--- src/core/rws_pkg.sv ---
// Constants and types of the reset, wait and clock sequencer
package rws_pkg;
  localparam logic [7:0]  CTRL_OFS       = 8'h00;
  localparam logic [7:0]  STAT_OFS       = 8'h04;
  localparam logic [7:0]  CNT_OFS        = 8'h08;
  localparam int          CTRL_GIE_BIT   = 0;
  localparam int          CTRL_TIE_BIT   = 1;
  localparam int          CTRL_PSI_BIT   = 2;
  localparam logic [2:0]  CTRL_RESET     = 3'h0;
  localparam int          STAT_STATE_LSB = 0;
  localparam int          STAT_MODE_LSB  = 2;
  localparam int          STAT_WDOG_BIT  = 4;
  localparam int          STAT_VEC_BIT   = 5;
  localparam int          RST_COUNT_CLKS = 2048;
  localparam int          MC_DIV         = 13;
  localparam int          MC_PC_PULSES   = 12;
  localparam int          TMR_DIV        = 12;
  localparam logic [2:0]  WDOG_LOW_CLKS  = 3'h4;
  localparam logic [11:0] VEC_LO_ADDR    = 12'hFFE;
  localparam logic [11:0] VEC_HI_ADDR    = 12'hFFF;
  localparam logic [2:0]  CYC_LONG       = 3'h5;
  localparam logic [2:0]  CYC_MID        = 3'h4;
  localparam logic [2:0]  CYC_SHORT      = 3'h2;

  typedef enum logic [1:0] {
    ST_RESET = 2'b00,
    ST_COUNT = 2'b01,
    ST_RUN   = 2'b10,
    ST_WAIT  = 2'b11
  } rws_state_e;

  typedef enum logic [1:0] {
    MODE_NORMAL = 2'b00,
    MODE_INT    = 2'b01,
    MODE_NMI    = 2'b10
  } rws_mode_e;

  typedef enum logic [2:0] {
    IT_BRANCH_BIT = 3'b000,
    IT_BRANCH     = 3'b001,
    IT_BIT        = 3'b010,
    IT_LOAD       = 3'b011,
    IT_ALU        = 3'b100,
    IT_COND       = 3'b101,
    IT_PROG       = 3'b110
  } rws_itype_e;
endpackage

--- src/core/rws_sequencer.sv ---
// Reset, wait and clock sequencer of a small microcontroller core
`timescale 1ns/1ps
module rws_sequencer #(
  parameter int RST_COUNT = rws_pkg::RST_COUNT_CLKS
) (
  input  wire logic        clk,
  input  wire logic        rst_n,
  input  wire logic [7:0]  paddr,
  input  wire logic        psel,
  input  wire logic        penable,
  input  wire logic        pwrite,
  input  wire logic [31:0] pwdata,
  output logic [31:0]      prdata,
  output logic             pready,
  output logic             pslverr,
  input  wire logic        reset_pin_in,
  output logic             reset_pin_out,
  output logic             reset_pin_oe,
  output logic             osc_enable,
  output logic             core_reset,
  output logic             fetch_enable,
  output logic             vector_fetch,
  output logic [11:0]      vector_addr,
  output logic [1:0]       core_mode,
  output logic             irq_service,
  output logic             nmi_service,
  output logic             wait_active,
  input  wire logic        wait_exec,
  input  wire logic        stop_exec,
  input  wire logic        return_from_interrupt_exec,
  input  wire logic        ext_irq,
  input  wire logic        nmi_irq,
  input  wire logic        timer_irq,
  input  wire logic        watchdog_expire,
  output logic             pc_step_en,
  output logic             mc_en,
  output logic             timer_clk_en,
  input  wire logic        instr_start,
  input  wire logic [2:0]  instr_type,
  output logic             instr_busy,
  output logic             instr_done
);
  localparam int CNT_W = $clog2(RST_COUNT + 1);
  localparam logic [CNT_W-1:0] CNT_LAST = CNT_W'(RST_COUNT - 1);
  localparam logic [3:0] MC_LAST = 4'(rws_pkg::MC_DIV - 1);
  localparam logic [3:0] PC_LAST = 4'(rws_pkg::MC_PC_PULSES - 1);
  localparam logic [3:0] TMR_LAST = 4'(rws_pkg::TMR_DIV - 1);

  initial begin
    if (RST_COUNT < 2) begin
      $error("RST_COUNT must be at least 2");
    end
  end

  logic                 pin_s1_reg;
  logic                 pin_s2_reg;
  logic [2:0]           ctrl_reg;
  rws_pkg::rws_state_e  state_reg;
  rws_pkg::rws_mode_e   mode_reg;
  rws_pkg::rws_mode_e   prev_mode_reg;
  logic [CNT_W-1:0]     cnt_reg;
  logic [2:0]           drv_cnt_reg;
  logic                 wdog_cause_reg;
  logic [1:0]           vec_cnt_reg;
  logic [3:0]           mc_cnt_reg;
  logic [3:0]           tmr_cnt_reg;
  logic [2:0]           instr_left_reg;

  logic gie;
  logic tim_wake;
  logic norm_req;
  logic nmi_take;
  logic norm_take;
  logic wake;
  logic idle_req;
  logic enter_reset;
  logic running;

  // Second flop alone feeds logic; the pin is asynchronous
  always_ff @(posedge clk or negedge rst_n) begin
    if (!rst_n) begin
      pin_s1_reg <= 1'b0;
      pin_s2_reg <= 1'b0;
    end else begin
      pin_s1_reg <= reset_pin_in;
      pin_s2_reg <= pin_s1_reg;
    end
  end

  assign gie       = ctrl_reg[rws_pkg::CTRL_GIE_BIT];
  assign tim_wake  = timer_irq & ctrl_reg[rws_pkg::CTRL_TIE_BIT]
                   & ctrl_reg[rws_pkg::CTRL_PSI_BIT];
  assign norm_req  = ext_irq | tim_wake;
  assign nmi_take  = nmi_irq & (mode_reg != rws_pkg::MODE_NMI);
  assign norm_take = norm_req & gie & (mode_reg == rws_pkg::MODE_NORMAL);
  assign wake      = gie & (norm_req | nmi_irq);
  assign idle_req  = wait_exec | stop_exec;
  assign enter_reset = !pin_s2_reg | watchdog_expire;
  assign running   = (state_reg == rws_pkg::ST_RUN) && (vec_cnt_reg == 2'd0);

  // Watchdog drives the pin low for a few clocks, then hands it to the pull-up
  always_ff @(posedge clk or negedge rst_n) begin
    if (!rst_n) begin
      drv_cnt_reg   <= 3'h0;
      reset_pin_out <= 1'b0;
      reset_pin_oe  <= 1'b0;
    end else begin
      reset_pin_out <= 1'b0;
      if (watchdog_expire) begin
        drv_cnt_reg  <= rws_pkg::WDOG_LOW_CLKS;
        reset_pin_oe <= 1'b1;
      end else if (drv_cnt_reg != 3'h0) begin
        drv_cnt_reg  <= drv_cnt_reg - 3'h1;
        reset_pin_oe <= (drv_cnt_reg != 3'h1);
      end else begin
        reset_pin_oe <= 1'b0;
      end
    end
  end

  // Oscillator gated off while the pin reads low
  always_ff @(posedge clk or negedge rst_n) begin
    if (!rst_n) begin
      osc_enable <= 1'b0;
    end else begin
      osc_enable <= pin_s2_reg;
    end
  end

  // Reset latch, post-release count, run and wait
  always_ff @(posedge clk or negedge rst_n) begin
    if (!rst_n) begin
      state_reg      <= rws_pkg::ST_RESET;
      cnt_reg        <= '0;
      wdog_cause_reg <= 1'b0;
      vec_cnt_reg    <= 2'd0;
    end else begin
      if (enter_reset || reset_pin_oe) begin
        state_reg <= rws_pkg::ST_RESET;
        cnt_reg   <= '0;
        if (watchdog_expire) begin
          wdog_cause_reg <= 1'b1;
        end else if (!pin_s2_reg && !reset_pin_oe
                     && (state_reg == rws_pkg::ST_RUN || state_reg == rws_pkg::ST_WAIT)) begin
          // Only a fresh press clears it; the echo of our own pull arrives in reset
          wdog_cause_reg <= 1'b0;
        end
      end else begin
        if (vec_cnt_reg != 2'd0) begin
          vec_cnt_reg <= vec_cnt_reg - 2'd1;
        end
        unique case (state_reg)
          rws_pkg::ST_RESET: begin
            state_reg <= rws_pkg::ST_COUNT;
            cnt_reg   <= '0;
          end
          rws_pkg::ST_COUNT: begin
            if (cnt_reg == CNT_LAST) begin
              state_reg   <= rws_pkg::ST_RUN;
              vec_cnt_reg <= 2'd2;
            end else begin
              cnt_reg <= cnt_reg + 1'b1;
            end
          end
          rws_pkg::ST_RUN: begin
            if (running && idle_req && !nmi_take && !norm_take) begin
              state_reg <= rws_pkg::ST_WAIT;
            end
          end
          rws_pkg::ST_WAIT: begin
            if (wake) begin
              state_reg <= rws_pkg::ST_RUN;
            end
          end
        endcase
      end
    end
  end

  // Core mode tracking and service requests
  always_ff @(posedge clk or negedge rst_n) begin
    if (!rst_n) begin
      mode_reg      <= rws_pkg::MODE_NMI;
      prev_mode_reg <= rws_pkg::MODE_NORMAL;
      irq_service   <= 1'b0;
      nmi_service   <= 1'b0;
    end else begin
      irq_service <= 1'b0;
      nmi_service <= 1'b0;
      if (state_reg == rws_pkg::ST_RESET || state_reg == rws_pkg::ST_COUNT) begin
        mode_reg      <= rws_pkg::MODE_NMI;
        prev_mode_reg <= rws_pkg::MODE_NORMAL;
      end else if (state_reg == rws_pkg::ST_WAIT) begin
        if (wake && !enter_reset) begin
          unique case (mode_reg)
            rws_pkg::MODE_NORMAL: begin
              if (nmi_irq) begin
                nmi_service   <= 1'b1;
                prev_mode_reg <= rws_pkg::MODE_NORMAL;
                mode_reg      <= rws_pkg::MODE_NMI;
              end else begin
                irq_service <= 1'b1;
                mode_reg    <= rws_pkg::MODE_INT;
              end
            end
            rws_pkg::MODE_INT: begin
              if (nmi_irq) begin
                nmi_service   <= 1'b1;
                prev_mode_reg <= rws_pkg::MODE_INT;
                mode_reg      <= rws_pkg::MODE_NMI;
              end
            end
            rws_pkg::MODE_NMI: begin
              mode_reg <= rws_pkg::MODE_NMI;
            end
            default: begin
              mode_reg <= rws_pkg::MODE_NMI;
            end
          endcase
        end
      end else if (running && !enter_reset) begin
        if (return_from_interrupt_exec) begin
          if (mode_reg == rws_pkg::MODE_NMI) begin
            mode_reg <= prev_mode_reg;
          end else begin
            mode_reg <= rws_pkg::MODE_NORMAL;
          end
        end else if (nmi_take) begin
          nmi_service   <= 1'b1;
          prev_mode_reg <= mode_reg;
          mode_reg      <= rws_pkg::MODE_NMI;
        end else if (norm_take) begin
          irq_service <= 1'b1;
          mode_reg    <= rws_pkg::MODE_INT;
        end
      end
    end
  end

  // Core-facing levels; fetch stops in wait while clocks keep running
  always_ff @(posedge clk or negedge rst_n) begin
    if (!rst_n) begin
      core_reset   <= 1'b1;
      fetch_enable <= 1'b0;
      wait_active  <= 1'b0;
      vector_fetch <= 1'b0;
      vector_addr  <= rws_pkg::VEC_LO_ADDR;
      core_mode    <= rws_pkg::MODE_NMI;
    end else begin
      core_reset   <= (state_reg == rws_pkg::ST_RESET) || (state_reg == rws_pkg::ST_COUNT);
      fetch_enable <= running;
      wait_active  <= (state_reg == rws_pkg::ST_WAIT);
      vector_fetch <= (vec_cnt_reg != 2'd0);
      vector_addr  <= (vec_cnt_reg == 2'd1) ? rws_pkg::VEC_HI_ADDR : rws_pkg::VEC_LO_ADDR;
      core_mode    <= mode_reg;
    end
  end

  // Dividers held at zero through reset so phases start aligned
  always_ff @(posedge clk or negedge rst_n) begin
    if (!rst_n) begin
      mc_cnt_reg   <= 4'h0;
      tmr_cnt_reg  <= 4'h0;
      mc_en        <= 1'b0;
      pc_step_en   <= 1'b0;
      timer_clk_en <= 1'b0;
    end else if (state_reg == rws_pkg::ST_RESET || state_reg == rws_pkg::ST_COUNT) begin
      mc_cnt_reg   <= 4'h0;
      tmr_cnt_reg  <= 4'h0;
      mc_en        <= 1'b0;
      pc_step_en   <= 1'b0;
      timer_clk_en <= 1'b0;
    end else begin
      mc_cnt_reg   <= (mc_cnt_reg == MC_LAST) ? 4'h0 : mc_cnt_reg + 4'h1;
      mc_en        <= (mc_cnt_reg == MC_LAST);
      pc_step_en   <= (mc_cnt_reg <= PC_LAST);
      tmr_cnt_reg  <= (tmr_cnt_reg == TMR_LAST) ? 4'h0 : tmr_cnt_reg + 4'h1;
      timer_clk_en <= (tmr_cnt_reg == TMR_LAST);
    end
  end

  function automatic logic [2:0] instr_cycles(input logic [2:0] kind);
    logic [2:0] n;
    n = rws_pkg::CYC_MID;
    if (kind == rws_pkg::IT_BRANCH_BIT) begin
      n = rws_pkg::CYC_LONG;
    end else if (kind == rws_pkg::IT_COND || kind == rws_pkg::IT_PROG) begin
      n = rws_pkg::CYC_SHORT;
    end
    return n;
  endfunction

  // Instruction length in machine cycles
  always_ff @(posedge clk or negedge rst_n) begin
    if (!rst_n) begin
      instr_left_reg <= 3'h0;
      instr_busy     <= 1'b0;
      instr_done     <= 1'b0;
    end else begin
      instr_done <= 1'b0;
      if (!running) begin
        instr_left_reg <= 3'h0;
        instr_busy     <= 1'b0;
      end else if (instr_left_reg == 3'h0) begin
        if (instr_start) begin
          instr_left_reg <= instr_cycles(instr_type);
          instr_busy     <= 1'b1;
        end
      end else if (mc_en) begin
        instr_left_reg <= instr_left_reg - 3'h1;
        if (instr_left_reg == 3'h1) begin
          instr_done <= 1'b1;
          instr_busy <= 1'b0;
        end
      end
    end
  end

  // APB slave: one wait state, unmapped addresses answer with an error
  logic acc;
  logic hit;
  assign acc = psel & penable & pready;
  assign hit = (paddr == rws_pkg::CTRL_OFS) || (paddr == rws_pkg::STAT_OFS)
             || (paddr == rws_pkg::CNT_OFS);

  always_ff @(posedge clk or negedge rst_n) begin
    if (!rst_n) begin
      pready  <= 1'b0;
      pslverr <= 1'b0;
      prdata  <= 32'h00000000;
    end else begin
      pready  <= psel & penable & !pready;
      pslverr <= psel & penable & !pready & !hit;
      prdata  <= 32'h00000000;
      if (psel && penable && !pready && !pwrite) begin
        if (paddr == rws_pkg::CTRL_OFS) begin
          prdata <= {29'h0, ctrl_reg};
        end else if (paddr == rws_pkg::STAT_OFS) begin
          prdata <= {26'h0, (vec_cnt_reg != 2'd0), wdog_cause_reg, mode_reg, state_reg};
        end else if (paddr == rws_pkg::CNT_OFS) begin
          prdata <= 32'(cnt_reg);
        end
      end
    end
  end

  always_ff @(posedge clk or negedge rst_n) begin
    if (!rst_n) begin
      ctrl_reg <= rws_pkg::CTRL_RESET;
    end else if (acc && pwrite && paddr == rws_pkg::CTRL_OFS) begin
      ctrl_reg <= pwdata[2:0];
    end
  end
endmodule

--- config.mk ---
export PLATFORM = sky130hd
export DESIGN_NAME = rws_sequencer
export DESIGN_NICKNAME = d
export VERILOG_FILES = /design/src/core/rws_pkg.sv /design/src/core/rws_sequencer.sv
export SDC_FILE = /design/constraint.sdc
export NUM_CORES = 1
export LEC_CHECK = 0
export ABC_AREA = 1
export BUFFER_PORTS_ARGS = -buffer_cell sky130_fd_sc_hd__buf_2
export CAP_MARGIN = 15
export CORE_MARGIN = 10
export CORE_UTILIZATION = 40
export CTS_BUF_LIST = sky130_fd_sc_hd__clkbuf_4 sky130_fd_sc_hd__clkbuf_8
export DETAILED_ROUTE_END_ITERATION = 10
export HOLD_SLACK_MARGIN = 0.08
export PLACE_DENSITY = 0.73
export SLEW_MARGIN = 20
export SYNTH_ARGS = -nofsm -noshare
export SYNTH_HDL_FRONTEND = slang
export SYNTH_SLANG_ARGS = --single-unit
--- constraint.sdc ---
create_clock -name clk -period 1.9 [get_ports clk]
set_input_delay 0.285 -clock clk [delete_from_list [all_inputs] [get_ports clk]]
set_output_delay 0.285 -clock clk [all_outputs]
set_load 0.01 [all_outputs]
==> run metrics, run 1 <==
Fill cells ~850; Syn Std Cell Area approximately 3700 µm²; startpoint types register; clock buffer count from CTS 9; CTS tree built; Synth Warn # 0; Final Slew Violations 0; count of flip-flops with a built-in enable after synthesis 0; family with the most delay on the worst path simple AND/OR/NAND/NOR gates; setup ws final 163 ps; via/cell ratio 4.83; H-tree level count 3; main combinational cell family by area after synthesis simple AND/OR/NAND/NOR gates; synth unique cells 35; final net count 602; Hold WS 172 ps; FFs w/ async S/R, synth 100%; Root Driver clkbuf_8; Cells after Synth 465; grt ovf 0; final wirelength ~8.4 mm; DRC errors left 0; DR WL/cell 12.9 µm; # IOs 119; max_cap viols 0; IO buf count 57; share of post-route cells with drive strength above 1 roughly 18%; die area 13600 µm²; Starting Density 40.7%; post-synthesis simple-gate area fraction 29.2%; Layout Utilization a little under half; 1st-pass router iterations 5; largest area contributor in the netlist dfrtp_1; vias in the first global route 3032; Compound-Gate Fraction of Synth Area 5.68%; register area share after synthesis 47.1%; DRT iter0 DRCs 199; post-synthesis mux area share 0%; Synth Area in Adders 3.36%; Synth Area per Inst roughly 8 µm²; initial antenna violation count 0; minimum clock period 1740 ps; CTS max path bufs 2; first-pass GRT wire length 13.9 mm; status completed; CP Cell Sequence ha_1, nand2_2, nor2_4, nand2_2, nor2_4, nand3_2, nand2_2, nand2_1, nand2_1, nand2_1; fmax 0.576 GHz; Die W 116 µm; Fin. Hold Viols 0; ys flop type dfrtp_1; post-route clock period utilization 91.4%; Post-Synth XOR/XNOR Area between 1 and 1.5%; Die Y around 120 µm; largest net degree at the start of global routing between 70 and 80; Detail Route Antenna Nets 0; detailed placement HPWL 6.45 mm; Pleak about 0.0023 µW; most frequent cell after synthesis nand2_1; Power Density 776 nW/µm²; Post-Route Skew 8.08 ps; clk slew on worst S/H paths 80 ps; All-Layer GR Usage about an eighth; worst path bufs/invs 0; Max IR drop VDD 0.451 mV; clk sink count 70; area of the core 9150 µm²; Final GP Congestion 0.854; RSZ-0062 raised after global routing false; Tightest Hold Check Type in -> reg; Setup violations, final 0; via count between 3000 and 4000; row count 35; Crit Path Max Fanout 8; #FFs+latches synth 70; Clk Latency, worst-skew pair approximately 350 ps; critical path's slowest cell dfrtp_1; top cells by area, synth dfrtp_1 45%, nand2_1 11%, buf_4 6.7%, nand3_1 6.5%, nor2_1 5.7%; Area Growth Syn to Fin 16.2%; share of the synthesized area in the top cell type roughly 45%; CP peak stage delay 410 ps; setup tns final 0 ps; setup bufs post-CTS 0; pre-CTS setup slack 208 ps; CP Data Arrival Time 1980 ps; Crit. End Element register; Ant. Diodes 0; Post-synth top cells 109 x nand2_1, 67 x dfrtp_1, 57 x nor2_1; Worst Path Class, Setup reg -> reg; Req. time, crit path 2140 ps
[tightest hold or removal path: stages]
cell,delay [ps]
buf_2,100
inv_1,30
o21ai_0,70
[layer usage]
layer	part of all wire, %	track usage [%]	up-vias
met3	6.4	4.42	16
met1	43	15.0	1480
li1	-	-	1565
met2	49	21.4	84
met4	1.9	4.75	0
met5	0	0	-
[cell usage in the layout (no fill, tap or decap), types with 2 or more instances in the layout]
| cell | count |
|---|---|
| o21ai_1 | 2 |
| xor2_1 | 2 |
| o21ai_0 | 19 |
| inv_1 | 52 |
| dlygate4sd3_1 | 2 |
| a21oi_1 | 5 |
| nand3b_1 | 3 |
| nand3_1 | 48 |
| nand2_2 | 4 |
| o211ai_1 | 5 |
| clkbuf_8 | 10 |
| bufinv_16 | 3 |
| clkinv_2 | 2 |
| xnor2_1 | 3 |
| buf_2 | 57 |
| nor3_1 | 5 |
| nand4_1 | 13 |
| buf_4 | 8 |
| nor2_1 | 56 |
| nand2_1 | 109 |
| nor2_4 | 3 |
| o22ai_1 | 2 |
| or2_2 | 3 |
| dfrtp_1 | 67 |
| ha_1 | 10 |
| dfstp_2 | 3 |
| conb_1 | 32 |
[cell families (layout without fill, tap and decap cells)]
| kind of cell | after synthesis | count (layout) |
|---|---|---|
| AO/OA/AOI/OAI | 37 | 37 |
| buffers and inverters | 94 | 139 |
| AND/OR/NAND/NOR | 247 | 247 |
| XOR/XNOR | 5 | 5 |
| flip-flops | 70 | 70 |
| adder cells (fa/ha/maj) | 10 | 10 |
| other | 2 | 32 |
[power by group]
group          internal (µW)  switching (µW)  leakage (µW)  total [µW]
Combinational           98.9             217       0.00127         316
Sequential              1550            26.9      0.000938        1580
Clock                    905             561      0.000126        1470
[area by class of cell]
class	count	area [µm²]	area share, %
Clock buffer	10	138	3.18
Clock inverter	6	109	2.52
Inverter	55	209	4.83
Multi-Input combinational cell	331	1590	36.8
Sequential cell	70	1760	40.6
Tap cell	111	139	3.21
Timing Repair Buffer	68	385	8.91
[worst paths after layout]
kind / start / endpoint / slack (ps) / cells after the start
min: pwdata[1] / ctrl_reg[1]$_DFFE_PN0P_ / 170 / 3
min in group asynchronous: rst_n / prdata[2]$_DFF_PN0_ / 480 / 3
max reg2reg: cnt_reg[1]$_DFFE_PN0P_ / cnt_reg[7]$_DFFE_PN0P_ / 160 / 10
max in group asynchronous: rst_n / mode_reg[1]$_DFFE_PN1P_ / 1100 / 3
min reg2reg: pin_s1_reg$_DFF_PN0_ / pin_s2_reg$_DFF_PN0_ / 370 / 0
max: cnt_reg[1]$_DFFE_PN0P_ / cnt_reg[7]$_DFFE_PN0P_ / 160 / 10
[per-stage QoR]
stage / cell area, µm² / instances / total power (µW)
floorplan: 3840 / 495 / 1830
global placement: 4060 / 633 / 1910
detailed placement: 4060 / 633 / 1920
CTS: 4320 / 651 / 3400
global route: 4330 / 651 / 3530
finish: 4330 / 651 / 3360
[timing repair]
item	CTS	global route
hold endpoints to repair	68	0
hold buffers	2	0
setup endpoints to repair	0	1
gates resized for setup	0	1
Power figures use the tool's default switching activity.
==> run 2, diff against run 1 <==
- ABC_AREA: 1 -> not set
- TNS_END_PERCENT: not set -> 1
==> run 2 against run 1 <==
- utilization grew 1.8 points
- fmax shrank 4.3%
- clock skew grew 0.95 ps
- worst setup slack lost 79 ps
- largest cell class unchanged
- sequential cell count is the same
==> run metrics, run 2 <==
Reg power frac 47.9% (+1.0 points); Slew HR ~66%; IO buf count 57 (unchanged); most frequent cell after synthesis dfrtp_1; CTS tree built; most frequent cells in the layout 67 x dfrtp_1, 57 x buf_2, 32 x conb_1; Post-synth top cells 67 x dfrtp_1, 33 x buf_4, 29 x nor2_1; area of the core 8810 µm² (-3.8%); DR WL/cell 15.6 µm (+21%); max_cap viols 0 (unchanged); FFs w/ async S/R, synth 100% (unchanged); setup ws final 84.0 ps (-78.7 ps); ys flop type dfrtp_1; Crit Path Max Fanout 7 (-1); top cells by area, synth dfrtp_1 46%, buf_4 6.8%, ha_1 3.4%, nor2_1 3.0%, a21oi_1 2.7%; Die Y 116 µm (-0.67%); die area 13400 µm² (-1.3%); CP Data Arrival Time 2100 ps (+120 ps); Max IR drop VDD 0.326 mV (-28%); grt met2 use 21.6% (+0.21 points); register area 1760 µm² (unchanged); Post-Route Skew 9.03 ps (+0.946 ps); count of flip-flops with a built-in enable after synthesis 0 (unchanged); vias in the first global route 3088 (+1.8%); Synth Area per Inst 9.85 µm² (+23%); Ant. Diodes 0 (unchanged); DRC errors left 0 (unchanged); Req. time, crit path 2180 ps (+40 ps); dpl cells 541 (-15%); Fill cells 814 (-4.7%); RSZ-0062 raised after global routing true; clock buffer count from CTS 9 (unchanged); row count 34 (-2.9%); first-pass GRT wire length 14.5 mm (+3.8%); NetSw 809 µW (+0.46%); H-tree level count 3 (unchanged); fin cells 559 (-14%); Synth Warn # 0 (unchanged); #FFs+latches synth 70 (unchanged); Setup violations, final 0 (unchanged); clk sink count 70 (unchanged); Detail Route Antenna Nets 0 (unchanged); Crit. End Element register; most common cell after layout, fill and taps aside dfrtp_1; final net count 513 (-15%); Pwr Total 3250 µW (-3.1%); CTS max path bufs 2 (unchanged); register area share after synthesis 47.9% (+0.77 points); most congested layer reported by global routing met2; Logic pwr share 9.1% (-0.3 points); area occupied by multi-input gates 1690 µm² (+6.1%); worst-margin pin slew approximately 510 ps; largest area contributor in the netlist dfrtp_1; share of post-route cells with drive strength above 1 23.3% (+4.9 points); All-Layer GR Usage 13.4% (+0.59 points); via count 3020 (-4.0%); Die W 116 µm (-0.67%); status completed; total internal power 2440 µW (-4.3%); share of the synthesized area in the top cell type 45.8% (+0.74 points); final wirelength 8.75 mm (+4.2%); Final GP Congestion 0.914 (+6.9%); detailed placement HPWL 6.54 mm (+1.4%); Starting Density 41.6% (+0.92 points); DRT iter0 DRCs 157 (-21%); Pleak 0.00201 µW (-14%); met1 usage 16.1% (+1.1 points); Worst Path Class, Setup reg -> reg; Cells after Synth 372 (-20%); # IOs 119 (unchanged); fmax 0.551 GHz (-4.3%); Tightest Hold Check Type in -> reg; Area Growth Syn to Fin 18.0%; Clk Latency, worst-skew pair 360 ps (about the same); largest net degree at the start of global routing 37 (-48%); initial antenna violation count 0 (unchanged); Fin. Hold Viols 0 (unchanged); Power Density 753 nW/µm² (-3.0%); met3 Use GR 3.62% (-0.80 points); via/cell ratio 5.40 (+12%); switching share of total power 24.9% (+0.89 points); pre-CTS setup slack 24.9 ps (-183 ps); grt ovf 0 (unchanged); synth unique cells 57 (+63%); Root Driver clkbuf_8; startpoint types register; Final Slew Violations 0 (unchanged); clock share of power 43.0% (-0.7 points); minimum clock period 1820 ps (+78.7 ps); clk slew on worst S/H paths 70 ps (about the same); Syn Std Cell Area 3660 µm² (-1.6%); 1st-pass router iterations 5 (unchanged); post-route clock period utilization 95.6% (+4.1 points); Layout Utilization 49.1% (+1.8 points)
## run 2: cell types whose count changed after synthesis, sizes merged, moves of 12 or more
cell / before / now
nor2: 60 / 29
nand2: 113 / 24
a21oi: 5 / 20
inv: 54 / 17
nand3: 49 / 6
and2: 0 / 12
## run 2: cell type report
cell class | count | share of cell area, %
Clock buffer | 11 | 3.50
Clock inverter | 5 | 1.88
Inverter | 17 | 1.48
Multi-Input combinational cell | 272 | 39.1
Sequential cell | 70 | 40.6
Tap cell | 108 | 3.13
Timing Repair Buffer | 76 | 10.3
## run 2: routing by layer
layer  vias up  wire length, µm
li1       1416                -
met1      1463             3670
met2       127             4210
met3        14              684
met4         0              182
met5         -                0
## run 2: through the flow
stage | TNS [ps] | instance area (µm²) | hold WS [ps]
6_report | 0 | 4320 | 155
5_1_grt | -15.1 | 4320 | 170
4_1_cts | 0 | 4300 | 153
3_5_place_dp | 0 | 4050 | 295
3_3_place_gp | 0 | 4050 | 292
2_1_floorplan | 0 | 3780 | -10.6
## run 2: worst paths after layout
path / startpoint / depth (start not counted) / endpoint / slack (ps)
setup / recovery: state_reg[0]$_DFFE_PN0P_ / 3 / irq_service$_DFF_PN0_ / 80
hold / removal: pwdata[2] / 2 / ctrl_reg[2]$_DFFE_PN0P_ / 160
hold reg to reg: pin_s1_reg$_DFF_PN0_ / 0 / pin_s2_reg$_DFF_PN0_ / 350
min in group asynchronous: rst_n / 2 / instr_left_reg[0]$_DFFE_PN0P_ / 420
setup reg to reg: state_reg[0]$_DFFE_PN0P_ / 3 / irq_service$_DFF_PN0_ / 80
max in group asynchronous: rst_n / 3 / core_mode[1]$_DFF_PN1_ / 820
## run 2: what timing repair did
action / CTS / global route
buffers inserted: 0 / 0
gates resized for setup: 0 / 4
hold buffers: 2 / 0
endpoints found under the hold margin: 21 / 0
setup endpoints to repair: 0 / 8
## run 2: cell families (layout without fill, tap and decap cells)
logic type                 after synthesis  after routing  synth area share [%]
and+or+nand+nor                        141            141                  21.3
adders and majority gates               10             10                  3.42
AOI/OAI and AO/OA                       75             75                  13.8
other                                    2             32                 0.205
buffers and inverters                   60            109                  9.56
xor gates and xnor gates                 3              3                 0.717
muxes                                   11             11                  3.11
DFF                                     70             70                  47.9
## run 2: power groups by stage
| stage | clock network [µW] | registers (µW) | logic, µW |
|---|---|---|---|
| 2_1_floorplan | 0 | 1590 | 221 |
| 3_3_place_gp | 0 | 1590 | 277 |
| 3_5_place_dp | 0 | 1590 | 291 |
| 4_1_cts | 1420 | 1560 | 295 |
| 5_1_grt | 1500 | 1570 | 344 |
| 6_report | 1400 | 1560 | 295 |
## run 2: critical path: stages, from the launching register on
cell and delay [ps]:
dfrtp_1 380, or4b_1 680, or4b_1 510, a21oi_1 160
